File: src/rtl/css_defines.svh
// constants for the configuration start-up sequencer
// assumes inclusion by bare name from rtl/
`ifndef CSS_DEFINES_SVH
`define CSS_DEFINES_SVH

// sequence clock choices
`define CSS_CLKSEL_CONFIG 2'h0
`define CSS_CLKSEL_USER 2'h1
`define CSS_CLKSEL_JTAG 2'h2

// lock wait stage choices
`define CSS_LOCKSTAGE_NONE 2'h0
`define CSS_LOCKSTAGE_DONE 2'h1
`define CSS_LOCKSTAGE_TRI 2'h2
`define CSS_LOCKSTAGE_WRITE 2'h3

// width of the flop initialisation pulse, in sequence steps
`define CSS_INIT_STEPS 4'h1

`endif

File: src/rtl/css_pkg.sv
// types for the configuration start-up sequencer
// assumes css_defines.svh is compiled alongside
package css_pkg;

    typedef enum logic [5:0] {
        CSS_IDLE = 6'b00_0001,
        CSS_INIT = 6'b00_0010,
        CSS_DONE = 6'b00_0100,
        CSS_TRI = 6'b00_1000,
        CSS_WRITE = 6'b01_0000,
        CSS_USER = 6'b10_0000
    } css_state_type;

    typedef struct packed {
        logic [1:0] clk_select;
        logic wait_chain_done;
        logic [1:0] lock_stage;
    } css_options_type;

    typedef struct packed {
        logic init_request;
        logic tristate_request;
        logic user_clock_tick;
    } css_user_type;

    typedef struct packed {
        logic global_flop_init;
        logic global_output_tristate;
        logic global_write_gate;
    } css_globals_type;

endpackage : css_pkg

File: src/rtl/css_sequencer.sv
// configuration start-up sequencer: from end of configuration to user mode
// assumes every input synchronous to clk; sequence clocks arrive as ticks
`timescale 1ns/1ns
`default_nettype none
`include "css_defines.svh"

// Functional notes
// - at the end of configuration a flop initialisation pulse is issued.
// - by default the output tristate releases one sequence step after done rises.
// - by default the write gate releases one sequence step after the tristate release.
// - dual-purpose configuration pins become user pins when done rises.
// - after done rises, dual-purpose pins drive nothing until the output tristate is released; before that they follow dual_pin_config_drive.
// - optionally tristate and write-gate release wait for every chained done pin.
// - optionally the sequence pauses at a chosen stage until selected clock managers lock.
// - by default the sequence steps on the configuration clock.
// - optionally the sequence steps on a user clock from the user sequencer primitive.
// - the user may assert output tristate, and in CSS_USER also flop initialisation, via that primitive.
// - under JTAG configuration the sequence may step on the test clock.
module css_sequencer (
    input wire logic clk,
    input wire logic rst_n,
    input wire logic config_finished,
    input wire css_pkg::css_options_type options,
    input wire logic config_clock_tick,
    input wire logic jtag_clock_tick,
    input wire css_pkg::css_user_type user_sequencer_primitive,
    input wire logic [3:0] clock_manager_locked,
    input wire logic [3:0] clock_manager_select,
    input wire logic chain_done_in,
    input wire logic [7:0] dual_pin_out,
    input wire logic [7:0] dual_pin_config_out,
    input wire logic dual_pin_config_drive,
    output logic done_out,
    output logic done_oe_n,
    output logic dual_pins_user,
    output logic [7:0] dual_pin_o,
    output logic [7:0] dual_pin_oe_n,
    output css_pkg::css_globals_type globals,
    output logic storage_update_allowed
);
    import css_pkg::*;

    // ****************************************
    // sequence clock selection
    // ****************************************
    // every sequence clock arrives as a one-cycle tick in the clk domain
    function automatic logic pick_tick(input logic [1:0] sel, input logic cfg, input logic usr, input logic jtg);
        case (sel)
            `CSS_CLKSEL_USER: pick_tick = usr;
            `CSS_CLKSEL_JTAG: pick_tick = jtg;
            default: pick_tick = cfg;
        endcase
    endfunction : pick_tick

    logic step;
    assign step = pick_tick(options.clk_select, config_clock_tick,
        user_sequencer_primitive.user_clock_tick, jtag_clock_tick);

    // ****************************************
    // stalls
    // ****************************************
    function automatic logic lock_ok(input logic [1:0] stage, input logic [1:0] here,
        input logic [3:0] lk, input logic [3:0] sel);
        lock_ok = (stage != here) || ((lk & sel) == sel);
    endfunction : lock_ok

    // wired chain level includes our own done pin
    logic chain_ok;
    assign chain_ok = !options.wait_chain_done || chain_done_in;

    css_state_type state;
    css_state_type next_state;
    logic [3:0] init_count;

    // one stage per selected tick (IDLE leaves on config_finished alone), no way back except reset
    always_comb begin
        next_state = state;
        case (state)
            CSS_IDLE: begin
                if (config_finished) begin
                    next_state = CSS_INIT;
                end
            end
            CSS_INIT: begin
                if (step && init_count == 4'h0) begin
                    next_state = CSS_DONE;
                end
            end
            CSS_DONE: begin
                if (step && chain_ok
                    && lock_ok(options.lock_stage, `CSS_LOCKSTAGE_DONE, clock_manager_locked,
                               clock_manager_select)) begin
                    next_state = CSS_TRI;
                end
            end
            CSS_TRI: begin
                if (step && chain_ok
                    && lock_ok(options.lock_stage, `CSS_LOCKSTAGE_TRI, clock_manager_locked,
                               clock_manager_select)) begin
                    next_state = CSS_WRITE;
                end
            end
            CSS_WRITE: begin
                if (step && lock_ok(options.lock_stage, `CSS_LOCKSTAGE_WRITE, clock_manager_locked,
                                    clock_manager_select)) begin
                    next_state = CSS_USER;
                end
            end
            CSS_USER: next_state = CSS_USER;
            default: next_state = CSS_IDLE;
        endcase
    end

    // ****************************************
    // state
    // ****************************************
    always_ff @(posedge clk) begin
        if (!rst_n) begin
            state <= CSS_IDLE;
        end else begin
            state <= next_state;
        end
    end

    // init pulse length counter
    always_ff @(posedge clk) begin
        if (!rst_n) begin
            init_count <= 4'h0;
        end else if (state == CSS_IDLE && config_finished) begin
            init_count <= `CSS_INIT_STEPS - 4'h1;
        end else if (state == CSS_INIT && step && init_count != 4'h0) begin
            init_count <= init_count - 4'h1;
        end
    end

    // ****************************************
    // global signals
    // ****************************************
    function automatic logic tri_released(input css_state_type s);
        tri_released = (s == CSS_TRI) || (s == CSS_WRITE) || (s == CSS_USER);
    endfunction : tri_released

    function automatic logic write_released(input css_state_type s);
        write_released = (s == CSS_WRITE) || (s == CSS_USER);
    endfunction : write_released

    function automatic logic done_released(input css_state_type s);
        done_released = !((s == CSS_IDLE) || (s == CSS_INIT));
    endfunction : done_released

    logic flop_init;
    logic output_tristate;
    logic write_gate;

    always_ff @(posedge clk) begin
        if (!rst_n) begin
            flop_init <= 1'b1;
        end else begin
            flop_init <= (next_state == CSS_INIT)
                || (next_state == CSS_USER && user_sequencer_primitive.init_request);
        end
    end

    always_ff @(posedge clk) begin
        if (!rst_n) begin
            output_tristate <= 1'b1;
        end else begin
            output_tristate <= !tri_released(next_state)
                || user_sequencer_primitive.tristate_request;
        end
    end

    always_ff @(posedge clk) begin
        if (!rst_n) begin
            write_gate <= 1'b1;
        end else begin
            write_gate <= !write_released(next_state);
        end
    end

    // one packed bundle out, each bit from its own flop
    assign globals = '{global_flop_init: flop_init, global_output_tristate: output_tristate,
        global_write_gate: write_gate};
    assign storage_update_allowed = !write_gate;

    // ****************************************
    // done pin and dual-purpose pins
    // ****************************************
    always_ff @(posedge clk) begin
        if (!rst_n) begin
            done_out <= 1'b0;
        end else begin
            done_out <= done_released(next_state);
        end
    end

    // done pin is dedicated, never floated
    assign done_oe_n = 1'b0;
    assign dual_pins_user = done_out;

    always_ff @(posedge clk) begin
        if (!rst_n) begin
            dual_pin_o <= 8'h00;
        end else if (dual_pins_user) begin
            dual_pin_o <= dual_pin_out;
        end else begin
            dual_pin_o <= dual_pin_config_out;
        end
    end

    always_ff @(posedge clk) begin
        if (!rst_n) begin
            dual_pin_oe_n <= 8'hFF;
        end else if (!done_out) begin
            dual_pin_oe_n <= {8{!dual_pin_config_drive}};
        end else begin
            dual_pin_oe_n <= {8{globals.global_output_tristate}};
        end
    end

endmodule : css_sequencer
`default_nettype wire

File: config.mk
export PLATFORM = sky130hd
export DESIGN_NAME = css_sequencer
export DESIGN_NICKNAME = d
export VERILOG_FILES = /design/src/rtl/css_pkg.sv /design/src/rtl/css_sequencer.sv
export VERILOG_INCLUDE_DIRS = /design/src /design/src/rtl
export SDC_FILE = /design/constraint.sdc
export NUM_CORES = 1
export LEC_CHECK = 0
export BUFFER_PORTS_ARGS = -buffer_cell sky130_fd_sc_hd__buf_4
export CAP_MARGIN = 20
export CORE_MARGIN = 2
export CORE_UTILIZATION = 45
export DETAILED_ROUTE_END_ITERATION = 8
export HOLD_SLACK_MARGIN = 0.15
export PLACE_DENSITY = 0.76
export SLEW_MARGIN = 40
export SYNTH_ARGS = -nofsm -noshare
export SYNTH_HDL_FRONTEND = slang
export SYNTH_SLANG_ARGS = --single-unit
File: constraint.sdc
create_clock -name clk -period 2.1 [get_ports clk]
set_clock_uncertainty 0.2 [all_clocks]
set_input_delay 0.105 -clock clk [delete_from_list [all_inputs] [get_ports clk]]
set_output_delay 0.105 -clock clk [all_outputs]
set_load 0.03 [all_outputs]
# == Yosys cells after proc, flatten, opt, wreduce, memory -nomap -nowiden ==
# Cells that the tools add are included.
# totals
output_inout_bits,23
word_cells,65
ff_bits,30
inputBits,39
# classes
n_reduce_logical,28
addsub,1
bitwise,2
n_eq_ne,17
muxes,9
# ops
op,count
one-hot mux 6 bit (6 select lines),1
two-way mux 6 bit,5
two-way mux 8 bit,2
equality test 6 x 1 -> 1 bit (second input constant),2
equality test 6 x 2 -> 1 bit (second input constant),2
equality test 6 x 4 -> 1 bit (second input constant),2
equality test 6 x 5 -> 1 bit (second input constant),2
equality test 6 bit (second input constant),2
logical OR 1 bit,10
logical AND 1 bit,9
equality test 6 x 3 -> 1 bit (second input constant),1
zero test 1 bit,6
AND 4 bit,1
equality test 4 bit,1
zero test 4 bit,1
!= test 2 bit (second input constant),2
nonzero test 4 bit,1
subtractor 4 x 1 -> 4 bit (second input constant),1
equality test 2 x 1 -> 1 bit (second input constant),1
equality test 2 bit (second input constant),1
!= test 2 x 1 -> 1 bit (second input constant),1
one-hot mux 1 bit (2 select lines),1
OR reduction 2 bit,1
inverter 1 bit,1

# == Depth between registers and ports, before layout ==
# depth
ltp_word,11
mapped_depth,8
ltp_nobuf,8

# == Worst setup path after synthesis ==
# No wires, ideal clock.
# synth_path
kind,input -> register
start,in options[3] (netlist bit)
end,reg write_gate
n_path_buf,0
setup_time_ps,131
stages,8
required_ps,1769
arrival_ps,1518
path_slack_ps,251
path_cell_list,inv_1 ha_1 nor2b_1 nor3_1 nor2b_1 o21a_1 a211oi_1 nand3_1
# synth_between
elab_chain_cells,9
word_cells_on_any_way,17
classes_between,eq/ne (4); mux (6); reduce/logical (7)
# synth_lines
element,line,source
from (decl),css_sequencer.sv:23,"input wire css_pkg::css_options_type options,"
equality test 2 bit or equality test 2 x 1 -> 1 bit (tied branches),css_sequencer.sv:48,case (sel)
one-hot mux 1 bit (2 select lines) (*),css_sequencer.sv:48,
logical AND 1 bit,"css_sequencer.sv:90, css_sequencer.sv:97",
logical AND 1 bit (on tied branches),"css_sequencer.sv:97, css_sequencer.sv:90",
two-way mux 6 bit (on tied branches),"css_sequencer.sv:97, css_sequencer.sv:90",
one-hot mux 6 bit (6 select lines) (*),css_sequencer.sv:78,case (state)
equality test 6 x 5 -> 1 bit or equality test 6 bit (tied branches),css_sequencer.sv:144,write_released = (s == CSS_WRITE) || (s == CSS_USER);
logical OR 1 bit (*),css_sequencer.sv:144,
zero test 1 bit (*),css_sequencer.sv:177,write_gate <= !write_released(next_state);
to (signal assigned),css_sequencer.sv:177,
to (decl),css_sequencer.sv:153,logic write_gate;
# Mark *: on every way between the ends. The rest lies on a longest branch, timed or not.
# A chain may end at the register's enable or synchronous reset.

# == Worst setup path in the final report ==
# layout_path
start,reg done_out
end,reg dual_pin_o[6]
# layout_between
elab_chain_cells,1
# layout_lines
element,line,source
from (decl),css_sequencer.sv:33,"output logic done_out,"
from (signal assigned),css_sequencer.sv:193,done_out <= done_released(next_state);
two-way mux 8 bit,css_sequencer.sv:204,end else if (dual_pins_user) begin
to (signal assigned),css_sequencer.sv:205,dual_pin_o <= dual_pin_out;
to (signal assigned),css_sequencer.sv:207,dual_pin_o <= dual_pin_config_out;
to (decl),css_sequencer.sv:36,"output logic [7:0] dual_pin_o,"
# No other way between the ends.

==> impl_metrics.toml <==
[clock_network]
cts_tree = "built"
clk_pin_slew_worst_paths_ns = 0.12
numCtsBuffers = 3
postCtsResizedCells = 0
htreeDepth = 1
clock_path_buffers = 2
clock-root-buffer = "sky130_fd_sc_hd__clkbuf_4"
clock_sinks = 23
worstSkewPairLatency_ns = 0.31

[setup_path]
worst_r2r_path_depth = 3
slowest_stage = "sky130_fd_sc_hd__dfxtp_1"
critical_path.max_fanout = 12
critical_path_arrival_ns = 2.04
crit_path_max_incr_delay_ns = 0.75
critical_path.cell_chain = "mux2i_1 -> dlygate4sd3_1 -> nor2_1"
setup.worst_path.start_class = "register"
critical_path_class = "reg2reg"
worst-endpoint-required_ns = 2.10
crit-reg2reg-launch = "done_out"
origin_of_the_worst_setup_path = "done_out"
critPathCaptureType = "register"

[sta]
finalCriticalPeriod_ns = 2.04
min_period_over_period = 0.970
tightest_slew_ns = 0.635
fin_hold_ws_ns = 0.213
grt_setup_unrepaired = "false"
final_hold_viol_count = 0
setup_tns_ns = 0
setup_viol_count_final = 0
maxSlewViolCount = 0
timing.slew.headroom = 0.576
max_clock_freq_mhz = 491

[power_and_ir_drop]
powerDensity_nw_per_um2 = 535
ir_drop_mv = 0.725
power.total_w = 0.00105
leakagePower_nw = 0.880

[global_routing]
globalRouteMet1Util = 0.253
grt_start_max_net_pins = 13
global_routing_met2_resource_utilization = 0.453
globalRouteMet3Util = 0.0454
overall_fraction_of_global_route_tracks_in_use = 0.230
grt_remaining_overflow = 0
peak_usage_layer_in_the_global_routing_report = "met2"
grt_antenna_before_repair = 0
grt_first_pass_wirelength_mm = 5.82
grt_pass1_vias = 1293

[detailed_routing]
firstDrtPassIters = 4
drt-vias-per-instance = 5.31
drt_iter0_drc = 65
postRouteAntennaNets = 0
wirelength_mm = 3.56
number_of_remaining_drc_errors = 0
number_of_vias_in_the_routed_layout = 1327
wire_per_inst_um = 14.3

[synth]
synth_cell_types = 38
synth_edf_count = 0
syn_avg_cell_area_um2 = 8.99
cell_with_the_most_instances_after_synthesis = "sky130_fd_sc_hd__dfxtp_1"
yosys_register_bits = 23
seq_area_frac_synth = 0.363
ys_async_rst_share = 0
postSynthNetCount = 184
ys_warn_count = 0
yosys.area.top_type = "sky130_fd_sc_hd__dfxtp_1"
yosys-top-cells-area = "sky130_fd_sc_hd__dfxtp_1 36%, sky130_fd_sc_hd__buf_4 7.1%, sky130_fd_sc_hd__mux2i_1 6.3%, sky130_fd_sc_hd__nor2_1 5.3%, sky130_fd_sc_hd__ha_1 3.9%"
most_frequent_cells_after_synthesis = "23 x sky130_fd_sc_hd__dfxtp_1, 18 x sky130_fd_sc_hd__nor2_1, 12 x sky130_fd_sc_hd__buf_4"
synthCells = 141
commonest_register_cell_after_synthesis = "sky130_fd_sc_hd__dfxtp_1"
syn-cell-area_um2 = 1270
synthDominantCellAreaShare = 0.363

[placement]
buffer_ports.inserted = 60
gp_routability_congestion = 0.822
dpl.hpwl_mm = 2.26
post-place-cells = 220

[finish]
regArea_um2 = 460
diodes = 0
syn_to_final_growth_pct = 54.3
final_layout_size_suffix_gt1_frac = 0.342
num-nets-final = 263
area_taken_by_multi_input_logic_gates_um2 = 683
finish.cell_count_without_fillers = 250
fillerInstances = 195

[die]
ios = 62
placement_rows = 19
initial_core_util = 0.468
dieWidth_um = 57.1
dieArea_um2 = 3260
core_region_area_um2 = 2710
die-height_um = 57.1

[run]
drv.max_cap_violation_count = 0

[worst_hold_path]
worstHoldPathCells = 5
timing.hold.worst.class = "in2reg"
hp-start = "config_clock_tick"

[outcome]
run_status = "complete, no violations"
-- where the power goes --
part | total [W] | leakage, nW | internal (W) | switching, W
Clock | 0.000200 | 0.0150 | 0.0000741 | 0.000126
Combinational | 0.000359 | 0.676 | 0.000183 | 0.000176
Sequential | 0.000486 | 0.189 | 0.000461 | 0.0000259
-- registers in the layout, summed over array words and instances, names as in the netlist --
name	cells
done_out	1
dual_pin_o	8
dual_pin_oe_n	1
flop_init	1
init_count	4
output_tristate	1
state	6
write_gate	1
-- worst max-delay path: cells and delay by family (launching register included) --
family / cells / cell delay [ns]
AND/OR/NAND/NOR: 1 / 0.05
buffers and inverters: 1 / 0.60
multiplexers: 1 / 0.33
flip-flops: 1 / 0.75
-- through the flow --
step	setup WS (ns)	area [µm²]	util
after floorplan	0.251	1270	-
after global placement	0.0847	1670	0.618
after detailed placement	0.0309	1670	0.618
after CTS	0.104	1940	0.716
after global routing	0.0185	1960	0.722
final	0.0632	1960	0.722
-- area by class of cell --
cell class,instances,share of cell area
clock buffers,4,0.0134
inverters,7,0.0134
multi-input cells,97,0.349
flip-flops and latches,23,0.235
well taps,31,0.0198
repair buffers,88,0.369
-- cell families after synthesis --
group / Yosys count / share of synthesized area
muxes: 8 / 0.0632
AOI/OAI and AO/OA: 20 / 0.131
other: 1 / 0.00296
buffers and inverters: 21 / 0.0977
DFF: 23 / 0.363
adders and majority gates: 4 / 0.0395
and+or+nand+nor: 60 / 0.274
xor gates and xnor gates: 4 / 0.0276
-- cells in the final DEF, fill, tap and decap left out, drive strengths merged, types with 3 or more instances in the layout --
cell type	n
ha	4
nor2	18
mux2i	8
inv	7
nand3b	4
o21ai	6
nor2b	8
dlygate4sd3	24
nor3	6
dfxtp	23
xor2	3
clkbuf	4
nor4	4
nand2	10
buf	64
-- final timing paths --
path	to	slack (ns)
setup / recovery	dual_pin_o[6]	0.06
setup reg to reg	dual_pin_o[6]	0.06
hold reg to reg	init_count[1]	0.33
hold / removal	init_count[1]	0.21
-- timing repair --
item / 4_1_cts / 5_1_grt
hold buffers: 24 / 0
buffers inserted: 0 / 2
setup endpoints to repair: 0 / 3
hold endpoints to repair: 23 / 0
-- layer usage --
metal	up-vias	share of wire
li1	636	-
met4	0	0.012
met2	45	0.59
met5	-	0
met1	640	0.36
met3	6	0.044
No activity file was read; power rests on OpenSTA's default activity.
